**config.mk**
```make
export PLATFORM = sky130hd
export DESIGN_NAME = hcrp_param_block
export DESIGN_NICKNAME = d
export VERILOG_FILES = /design/src/include/hcrp_pkg.sv /design/src/design/hcrp_tx_unpack.sv /design/src/design/hcrp_param_block.sv
export VERILOG_INCLUDE_DIRS = /design/src /design/src/include
export SDC_FILE = /design/constraint.sdc
export NUM_CORES = 1
export LEC_CHECK = 0
export BUFFER_PORTS_ARGS = -buffer_cell sky130_fd_sc_hd__clkbuf_2
export CAP_MARGIN = 15
export CORE_MARGIN = 1
export CORE_UTILIZATION = 50
export DETAILED_ROUTE_END_ITERATION = 7
export GPL_TIMING_DRIVEN = 0
export PLACE_DENSITY = 0.75
export SYNTH_ARGS = -nofsm -noshare
export SYNTH_HDL_FRONTEND = slang
export SYNTH_SLANG_ARGS = --single-unit
export TNS_END_PERCENT = 10
```
**constraint.sdc**
```tcl
create_clock -name clk_i -period 12.42 [get_ports clk_i]
set_clock_uncertainty 0.1 [all_clocks]
set_input_delay 2.484 -clock clk_i [delete_from_list [all_inputs] [get_ports clk_i]]
set_output_delay 2.484 -clock clk_i [all_outputs]
set_load 0.1 [all_outputs]
```
**src/include/hcrp_consts.svh**
```systemverilog
// Offsets, field positions, reset values and sizes of the channel parameter record
`ifndef HCRP_CONSTS_SVH
`define HCRP_CONSTS_SVH
`define HCRP_OFF_TX_UNPACK 6'h10
`define HCRP_OFF_ZI_STATE 6'h14
`define HCRP_OFF_TX_CRC 6'h18
`define HCRP_OFF_IRQ_MASK 6'h1c
`define HCRP_OFF_FLAGS_TEMP 6'h1e
`define HCRP_OFF_RX_BASE 6'h20
`define HCRP_OFF_MAX_LEN 6'h22
`define HCRP_OFF_RX_STATE 6'h24
`define HCRP_OFF_RX_DPTR 6'h28
`define HCRP_OFF_RX_BDPTR 6'h2c
`define HCRP_ZI_INIT 32'h0000_0100
`define HCRP_RST_STATE_A 32'h3900_0000
`define HCRP_RST_STATE_B 32'h3100_0000
`define HCRP_MASK_RXB_BIT 0
`define HCRP_MASK_RXF_BIT 3
`define HCRP_BD_SIZE 16'h0008
`endif

```
**src/include/hcrp_pkg.sv**
```systemverilog
// Types shared by the channel parameter record
package hcrp_pkg;
  typedef enum logic [1:0] {
    HCRP_RX_IDLE = 2'b00,
    HCRP_RX_FRAME = 2'b01,
    HCRP_RX_DISCARD = 2'b11
  } hcrp_rx_state_type;
endpackage

```
**src/design/hcrp_tx_unpack.sv**
```systemverilog
// Transmit word unpacker that hands out one byte per time slot
`timescale 1ns/100ps
`default_nettype none
module hcrp_tx_unpack
  import hcrp_pkg::*;
(
  // Clock and reset
  input wire logic clk_i,
  input wire logic reset_i,
  // Word load and byte request
  input wire logic load_i,
  input wire logic [31:0] word_i,
  input wire logic slot_i,
  // Held word and byte out
  output logic [31:0] word_o,
  output logic [7:0] byte_o,
  output logic byte_valid_o,
  output logic empty_o
);
  logic [31:0] word_ff;
  logic [2:0] left_ff;
  logic [7:0] byte_ff;
  logic valid_ff;
  wire take = slot_i && (left_ff != 3'd0);

  // Most significant byte first, big-endian order
  always_ff @(posedge clk_i or posedge reset_i) begin
    if (reset_i) begin
      word_ff <= 32'h0000_0000;
      left_ff <= 3'd0;
      byte_ff <= 8'h00;
      valid_ff <= 1'b0;
    end else begin
      valid_ff <= take;
      if (load_i) begin
        word_ff <= word_i;
        left_ff <= 3'd4;
      end else if (take) begin
        byte_ff <= word_ff[31:24];
        word_ff <= {word_ff[23:0], 8'h00};
        left_ff <= left_ff - 3'd1;
      end
    end
  end

  assign word_o = word_ff;
  assign byte_o = byte_ff;
  assign byte_valid_o = valid_ff;
  assign empty_o = (left_ff == 3'd0);
endmodule
`default_nettype wire

```
**src/design/hcrp_param_block.sv**
```systemverilog
// Channel parameter record, offsets 0x10 to 0x2f, with frame length policing
`timescale 1ns/100ps
`default_nettype none
`include "hcrp_consts.svh"
module hcrp_param_block
  import hcrp_pkg::*;
(
  // Clock and reset
  input wire logic clk_i,
  input wire logic reset_i,
  // Host side of the dual-ported record
  input wire logic host_wr_i,
  input wire logic host_rd_i,
  input wire logic [5:0] host_addr_i,
  input wire logic [1:0] host_size_i,
  input wire logic [31:0] host_wdata_i,
  output logic [31:0] host_rdata_o,
  // Common multichannel base
  input wire logic [31:0] multichannel_base_i,
  // Transmit engine side
  input wire logic tx_word_load_i,
  input wire logic [31:0] tx_word_i,
  input wire logic tx_slot_i,
  input wire logic tx_state_save_i,
  input wire logic [31:0] tx_zi_state_i,
  input wire logic [31:0] tx_crc_i,
  output logic [7:0] tx_byte_o,
  output logic tx_byte_valid_o,
  output logic tx_word_empty_o,
  output logic [31:0] tx_zi_state_o,
  output logic [31:0] tx_crc_o,
  // Receive engine side
  input wire logic rx_frame_start_i,
  input wire logic rx_byte_i,
  input wire logic rx_frame_end_i,
  input wire logic rx_word_ready_i,
  input wire logic rx_buffer_close_i,
  input wire logic rx_bd_wrap_i,
  output logic rx_word_write_o,
  output logic [31:0] rx_write_addr_o,
  output logic [31:0] rx_bd_addr_o,
  output logic frame_too_long_flag_o,
  output logic rx_frame_event_o,
  output logic rx_buffer_event_o,
  output logic rx_discarding_o
);
  // ------------------------------------------------------------------
  // Register storage
  // ------------------------------------------------------------------
  logic [31:0] zi_state_ff, tx_crc_ff, rx_state_ff, rx_dptr_ff;
  logic [15:0] irq_mask_ff, flags_ff, rx_base_ff, max_len_ff, rx_bdptr_ff;
  logic [16:0] len_ff;
  logic long_ff, frame_ev_ff, buf_ev_ff;
  hcrp_rx_state_type rx_st_ff, nxt_rx_st;
  logic [31:0] unpack_word;

  // ------------------------------------------------------------------
  // Host decode
  // ------------------------------------------------------------------
  // Size 2 is a long word, anything else writes the addressed half-word field; the 32-bit state and pointer words take long writes only, the unpack word none
  wire wr_long = host_wr_i && (host_size_i == 2'd2);
  wire wr_half = host_wr_i && (host_size_i != 2'd2);
  wire hi_half = host_addr_i[1];
  wire w_zi = wr_long && (host_addr_i == `HCRP_OFF_ZI_STATE);
  wire w_crc = wr_long && (host_addr_i == `HCRP_OFF_TX_CRC);
  wire w_state = wr_long && (host_addr_i == `HCRP_OFF_RX_STATE);
  wire w_dptr = wr_long && (host_addr_i == `HCRP_OFF_RX_DPTR);
  wire w_mask = host_wr_i && (host_addr_i == `HCRP_OFF_IRQ_MASK);
  wire w_flags = (wr_half && (host_addr_i == `HCRP_OFF_FLAGS_TEMP)) ||
                 (wr_long && (host_addr_i == `HCRP_OFF_IRQ_MASK));
  wire w_base = host_wr_i && (host_addr_i == `HCRP_OFF_RX_BASE);
  wire w_maxl = (wr_half && (host_addr_i == `HCRP_OFF_MAX_LEN)) ||
                (wr_long && (host_addr_i == `HCRP_OFF_RX_BASE));
  wire w_bdptr = host_wr_i && (host_addr_i == `HCRP_OFF_RX_BDPTR);
  wire [15:0] w_hi16 = host_wdata_i[31:16];
  wire [15:0] w_lo16 = (wr_long || !hi_half) ? host_wdata_i[15:0] : host_wdata_i[31:16];
  wire [15:0] w_first16 = wr_long ? w_hi16 : host_wdata_i[15:0];

  // ------------------------------------------------------------------
  // Receive length policing
  // ------------------------------------------------------------------
  // Every byte between flags counts, CRC included
  wire [16:0] len_inc = len_ff + 17'd1;
  // Checked only when a whole word goes out to memory
  wire over_len = rx_word_ready_i && (len_ff > {1'b0, max_len_ff});
  wire in_frame = (rx_st_ff == HCRP_RX_FRAME);
  // The word that exposes the violation still lands, since length is only
  // known per word; the discard state then blocks every later word
  wire do_write = rx_word_ready_i && in_frame;
  // Events reach the engine only where the mask lets them
  wire ev_frame = irq_mask_ff[`HCRP_MASK_RXF_BIT];
  wire ev_buf = irq_mask_ff[`HCRP_MASK_RXB_BIT];
  wire close_long = rx_frame_end_i && (rx_st_ff == HCRP_RX_DISCARD);

  // Receive frame state machine
  always_comb begin
    nxt_rx_st = rx_st_ff;
    case (rx_st_ff)
      HCRP_RX_IDLE: begin
        if (rx_frame_start_i) begin
          nxt_rx_st = HCRP_RX_FRAME;
        end
      end
      HCRP_RX_FRAME: begin
        if (over_len) begin
          nxt_rx_st = HCRP_RX_DISCARD;
        end else if (rx_frame_end_i) begin
          nxt_rx_st = HCRP_RX_IDLE;
        end
      end
      HCRP_RX_DISCARD: begin
        if (rx_frame_end_i) begin
          nxt_rx_st = HCRP_RX_IDLE;
        end
      end
      default: begin
        nxt_rx_st = HCRP_RX_IDLE;
      end
    endcase
  end

  always_ff @(posedge clk_i or posedge reset_i) begin
    if (reset_i) begin
      rx_st_ff <= HCRP_RX_IDLE;
      len_ff <= 17'd0;
    end else begin
      rx_st_ff <= nxt_rx_st;
      if (rx_frame_start_i) begin
        len_ff <= 17'd0;
      end else if (rx_byte_i && !len_ff[16]) begin
        len_ff <= len_inc;
      end
    end
  end

  // Long flag and masked events; the flag stands until the next frame opens
  always_ff @(posedge clk_i or posedge reset_i) begin
    if (reset_i) begin
      long_ff <= 1'b0;
      frame_ev_ff <= 1'b0;
      buf_ev_ff <= 1'b0;
    end else begin
      frame_ev_ff <= close_long && ev_frame;
      buf_ev_ff <= close_long && ev_buf;
      if (close_long) begin
        long_ff <= 1'b1;
      end else if (rx_frame_start_i) begin
        long_ff <= 1'b0;
      end
    end
  end

  // ------------------------------------------------------------------
  // Receive pointers
  // ------------------------------------------------------------------
  wire [15:0] bd_next = rx_bd_wrap_i ? rx_base_ff : rx_bdptr_ff + `HCRP_BD_SIZE;

  // Engine update wins over a host write in the same cycle
  always_ff @(posedge clk_i or posedge reset_i) begin
    if (reset_i) begin
      rx_dptr_ff <= 32'h0000_0000;
      rx_bdptr_ff <= 16'h0000;
    end else begin
      if (do_write) begin
        rx_dptr_ff <= rx_dptr_ff + 32'd4;
      end else if (w_dptr) begin
        rx_dptr_ff <= host_wdata_i;
      end
      if (rx_buffer_close_i) begin
        rx_bdptr_ff <= bd_next;
      end else if (w_bdptr) begin
        rx_bdptr_ff <= w_first16;
      end
    end
  end

  // ------------------------------------------------------------------
  // Transmit state and host-owned fields
  // ------------------------------------------------------------------
  // The engine saves stuffing and CRC state at the end of each service
  always_ff @(posedge clk_i or posedge reset_i) begin
    if (reset_i) begin
      zi_state_ff <= `HCRP_ZI_INIT;
      tx_crc_ff <= 32'h0000_0000;
    end else if (tx_state_save_i) begin
      zi_state_ff <= tx_zi_state_i;
      tx_crc_ff <= tx_crc_i;
    end else begin
      if (w_zi) begin
        zi_state_ff <= host_wdata_i;
      end
      if (w_crc) begin
        tx_crc_ff <= host_wdata_i;
      end
    end
  end

  // Half-word fields and the receive state word, written only by the host
  always_ff @(posedge clk_i or posedge reset_i) begin
    if (reset_i) begin
      irq_mask_ff <= 16'h0000;
      flags_ff <= 16'h0000;
      rx_base_ff <= 16'h0000;
      max_len_ff <= 16'h0000;
      rx_state_ff <= `HCRP_RST_STATE_A;
    end else begin
      if (w_mask) begin
        irq_mask_ff <= w_first16;
      end
      if (w_flags) begin
        flags_ff <= w_lo16;
      end
      if (w_base) begin
        rx_base_ff <= w_first16;
      end
      if (w_maxl) begin
        max_len_ff <= w_lo16;
      end
      if (w_state) begin
        rx_state_ff <= host_wdata_i;
      end
    end
  end

  // ------------------------------------------------------------------
  // Transmit unpacker
  // ------------------------------------------------------------------
  hcrp_tx_unpack u_unpack (
    .clk_i(clk_i),
    .reset_i(reset_i),
    .load_i(tx_word_load_i),
    .word_i(tx_word_i),
    .slot_i(tx_slot_i),
    .word_o(unpack_word),
    .byte_o(tx_byte_o),
    .byte_valid_o(tx_byte_valid_o),
    .empty_o(tx_word_empty_o)
  );

  // ------------------------------------------------------------------
  // Read path, on the word containing the address
  // ------------------------------------------------------------------
  logic [31:0] rd_mux;
  always_comb begin
    case ({host_addr_i[5:2], 2'b00})
      `HCRP_OFF_TX_UNPACK: rd_mux = unpack_word;
      `HCRP_OFF_ZI_STATE: rd_mux = zi_state_ff;
      `HCRP_OFF_TX_CRC: rd_mux = tx_crc_ff;
      `HCRP_OFF_IRQ_MASK: rd_mux = {irq_mask_ff, flags_ff};
      `HCRP_OFF_RX_BASE: rd_mux = {rx_base_ff, max_len_ff};
      `HCRP_OFF_RX_STATE: rd_mux = rx_state_ff;
      `HCRP_OFF_RX_DPTR: rd_mux = rx_dptr_ff;
      `HCRP_OFF_RX_BDPTR: rd_mux = {rx_bdptr_ff, 16'h0000};
      default: rd_mux = 32'h0000_0000;
    endcase
  end

  logic [31:0] rdata_ff;
  always_ff @(posedge clk_i or posedge reset_i) begin
    if (reset_i) begin
      rdata_ff <= 32'h0000_0000;
    end else if (host_rd_i) begin
      rdata_ff <= rd_mux;
    end
  end

  // ------------------------------------------------------------------
  // Outputs
  // ------------------------------------------------------------------
  assign host_rdata_o = rdata_ff;
  assign tx_zi_state_o = zi_state_ff;
  assign tx_crc_o = tx_crc_ff;
  assign rx_word_write_o = do_write;
  assign rx_write_addr_o = rx_dptr_ff;
  assign rx_bd_addr_o = multichannel_base_i + {16'h0000, rx_bdptr_ff};
  assign frame_too_long_flag_o = long_ff;
  assign rx_frame_event_o = frame_ev_ff;
  assign rx_buffer_event_o = buf_ev_ff;
  assign rx_discarding_o = (rx_st_ff == HCRP_RX_DISCARD);
endmodule
`default_nettype wire

```
### Word level (Yosys, flattened, before mapping)

Cells that the tools add are included.

* register bits: 306
* logic and storage cells: 108
* output and inout bits: 175

* magnitude comparators: 1
* add/subtract/negate cells: 5
* reduce and logical (&&, ||, !) cells: 36
* equality and inequality tests: 22
* bitwise gates (word level): 1
* mux-type cells: 24

Operator list (count)
* $mux 32: 8
* $pmux 32 s8: 1
* $mux 16: 5
* $mux 17: 2
* $add 32x16->32: 1
* $add 32x3->32 const B: 1
* $eq 6x6->1 const B: 5
* $eq 6x5->1 const B: 4
* $logic_and 1x1->1: 20
* $add 17x1->17 const B: 1
* $gt 17x16->1: 1
* $add 16x4->16 const B: 1
* $eq 4x3->1 const B: 4
* $eq 4x4->1 const B: 4
* $reduce_bool 2->1: 7
* $mux 2: 3
* $mux 3: 2
* $pmux 2 s3: 1
* $eq 2x2->1 const B: 2
* $ne 2x2->1 const B: 2
* $logic_not 3->1: 1
* $logic_or 1x1->1: 3
* $reduce_bool 3->1: 1
* $sub 3x1->3 const B: 1
* 6 further kinds: 8

### Longest topological paths before layout

* word-level depth: 5
* mapped depth: 9
* gate-level depth less buffers: 9

### Hierarchy

Synthesis repeated with hierarchy kept, for this count alone.

* cells, all modules: 1689
* area total of the unflattened synthesis: 16369.4 um^2

Modules (own cells, without submodules)
* hcrp_param_block: cells an instance 1515, area each 14390.1 um^2, seq. area each 6562.5 um^2, times used 1
* hcrp_tx_unpack: cells an instance 174, area each 1979.4 um^2, seq. area each 1101.1 um^2, times used 1

### Worst setup path after synthesis

No wires, ideal clock.

* path kind: input port to output port
* start: input multichannel_base_i[0]
* end: output rx_bd_addr_o[26]
* stages: 9
* data required time: 9.836 ns
* data arrival time: 5.552 ns
* path buffers: 0
* path slack: 4.284 ns
* cells stage by stage: ha_1 -> inv_1 -> fa_1 -> nor2b_1 -> o2111ai_1 -> a211oi_2 -> o31ai_2 -> a211oi_1 -> xor2_1

* cells in the longest elaborated chain, start to end: 1

Ends and longest elaborated chain
* start: declaration: line hcrp_param_block.sv:19 `input wire logic [31:0] multichannel_base_i,`
* $add 32x16->32: line hcrp_param_block.sv:275 `assign rx_bd_addr_o = multichannel_base_i + {16'h0000, rx_bdptr_ff};`
* end: declaration: line hcrp_param_block.sv:41 `output logic [31:0] rx_bd_addr_o,`

Every way passes these cells.

### Worst setup path after layout

Ends and elaborated chain as after synthesis.

==> out/qor.yml <==
status: "finished, final reports clean"
synth_adder_area_share: 0.0293
grt_pass1_wl_um: 97200
synth-compound-area-share: 0.196
fin_crit_sh: 0.627
setup_viol: 0
hold_buffers: 0
die_h_um: 184
syn_inst: 1736
yosys-top-cells-count: "dfrtp_1 (301), nand2_1 (223), o21ai_0 (178), mux2i_1 (134), nor2_1 (123)"
grt.total_usage: 0.389
clock_path_buffers: 3
yosysTopAreaCellShare: 0.456
worst_pin_slew_ns: 1.11
coreArea_um2: 32500
start_util: 0.507
avgSynthCellArea_um2: 9.51
synth_xor_area_frac: 0.0233
fmax_mhz: 129
ant_nets: 0
start_kind: "primary input"
synth_nets: 1955
finalPower_mw: 3.87
worstReg2RegEnd: "rx_write_addr_o[26]"
hpwl_um: 50600
num-nets-final: 2344
synth_ff_type: "dfrtp_1"
synth-seq-cells: 306
crit_type: "primary input to primary output"
cts_tree: "done"
clkLatencyLatePin_ns: 0.52
drt-initial-drc-count: 1820
slew_violations: 0
synth_top_family_by_area: "compound AO/OA/AOI/OAI gates"
synth_edf_count: 0
design_area_um2: 20100
wl_per_cell_um: 25.4
reg2reg_depth: 7
r2r-start: "rx_st_ff[1]"
min_path_type: "flop to flop"
syn_area_um2: 16500
power_density_nw_per_um2: 193
row_count: 66
slew_headroom: 0.259
ir_worst_vdd_v: 0.000137
arrival_ns: 5.20
vias: 16300
overflow: 0
layout-drive-gt1-share: 0.236
synth_simple_gate_area_frac: 0.137
cap_violations: 0
die_area_um2: 33700
path_clk_slew_ns: 0.06
gp_congestion: 0.980
yosysSeqAreaShare: 0.464
yosysMostFrequentCell: "dfrtp_1"
drt-pass1-iter-count: 8
critPathMaxFanout: 7
r2r_slack_ns: 9.67
numCtsBuffers: 34
clock-root-buffer: "clkbuf_16"
hold-path-endpoint: "irq_mask_ff[2]"
yosysWarnings: 0
holdPathStages: 2
final_hold_viol_count: 0
route.detailed.drc: 0
synth_area_leaders: "dfrtp_1 (46%), mux2i_1 (8.1%), o21ai_0 (5.4%)"
cts_setup_buffers: 0
finalCriticalPeriod_ns: 7.78
required_ns: 9.84
vias_per_cell: 6.29
grt_pass1_vias: 15600
place_area_um2: 18900
port_buffers: 350
area_growth_pct: 21.9
die_w_um: 184
boundaryPins: 356
wl_um: 65800
synth_mux_area_frac: 0.109
ctsResizeCount: 0
cp-end-kind: "primary output"
yosys.cell_types.count: 77
yosysTopAreaCell: "dfrtp_1"
htree_levels: 2
synth-async-reset-ratio: 1.00
antenna_found_initial: 2
rsz0062_at_grt: "false"
grt_max_degree: 95
min_from: "irq_mask_ff[2]"
power.leakage_nw: 9.84
cts_sinks: 306
## cell families after synthesis
kind of cell | after synthesis
AO/OA/AOI/OAI | 503
buffers and inverters | 175
flip-flops | 306
multiplexers | 174
adder cells (fa/ha/maj) | 38
XOR/XNOR | 44
AND/OR/NAND/NOR | 496
## state kept, by name (all words and copies together) (netlist names), 2 cells and up
register          count
rx_bdptr_ff          16
rx_base_ff           16
flags_ff             16
tx_zi_state_o        32
rx_st_ff              2
max_len_ff           16
u_unpack.byte_o       8
tx_crc_o             32
u_unpack.left_ff      3
len_ff               17
u_unpack.word_o      32
host_rdata_o         32
rx_write_addr_o      32
irq_mask_ff          16
rx_state_ff          32
## critical path, cell delays in order
cell and delay [ns]:
clkbuf_2 0.08, ha_1 0.16, inv_1 0.06, fa_1 0.40, nor2b_1 0.19, o2111ai_1 0.26, a211oi_2 0.40, o31ai_2 0.20
a211oi_1 0.30, xor2_1 0.19, clkbuf_2 0.48
## power by group
group	total, mW	switching [mW]	internal [mW]
Sequential	1.35	0.200	1.14
Clock	1.11	0.427	0.685
Combinational	1.42	1.15	0.268
## worst max path at each step
stage,start,endpoint,slack (ns),depth (start not counted)
2_1_floorplan,reset_i,flags_ff[0],1.38,1
3_3_place_gp,reset_i,len_ff[9],-2.10,2
3_5_place_dp,multichannel_base_i[0],rx_bd_addr_o[26],4.73,11
4_1_cts,multichannel_base_i[0],rx_bd_addr_o[26],4.69,11
5_1_grt,multichannel_base_i[0],rx_bd_addr_o[26],4.53,11
6_report,multichannel_base_i[0],rx_bd_addr_o[26],4.64,11
## final cells by class
| class | instances | area, µm² |
|---|---|---|
| fill | 2883 | 12400 |
| multi-input combinational | 1255 | 8150 |
| sequential | 306 | 7660 |
| timing repair buffer | 353 | 1830 |
| clock buffer | 49 | 998 |
| tap | 442 | 553 |
| buffer | 106 | 434 |
| inverter | 69 | 267 |
| clock inverter | 12 | 214 |
| antenna | 1 | 2.50 |
## per-stage QoR
step / hold WS [ns] / utilization / worst slack [ns] / setup TNS [ns] / cells
after floorplan: 0.350 / - / 1.38 / 0 / 1736
after global placement: 0.362 / 0.578 / -2.10 / -621.15 / 2528
after detailed placement: 0.371 / 0.581 / 4.73 / 0 / 2531
after CTS: 0.385 / 0.618 / 4.69 / 0 / 2592
after global routing: 0.419 / 0.618 / 4.53 / 0 / 2592
final: 0.382 / 0.618 / 4.64 / 0 / 2593
## cell usage in the layout, fill, tap and decap left out, drive strengths merged, types with 5 or more instances in the layout
cell type  count
a211oi        19
a21o           9
a21oi         83
a222oi         7
a22oi         97
a31o           5
a41o          14
a41oi          9
and2           5
and3          30
buf           31
bufinv         6
clkbuf       477
clkinv         6
dfrtp        301
dfstp          5
ha            37
inv           69
mux2          40
mux2i        134
nand2        223
nand2b         8
nand3         36
nand4         12
nor2         125
nor2b         10
nor3          22
o211ai         8
o21ai        196
o221ai         9
o22ai         16
or3            5
xnor2         20
xor2          24
## per-layer routing
| layer | vias to the layer above | part of all wire | track usage |
|---|---|---|---|
| met5 | - | 0.00035 | 0 |
| met4 | 4 | 0.044 | 0.151 |
| met3 | 214 | 0.12 | 0.118 |
| met2 | 1052 | 0.44 | 0.592 |
| met1 | 8002 | 0.39 | 0.519 |
| li1 | 7050 | - | - |
Note: power is estimated with default switching activity, not from simulation.
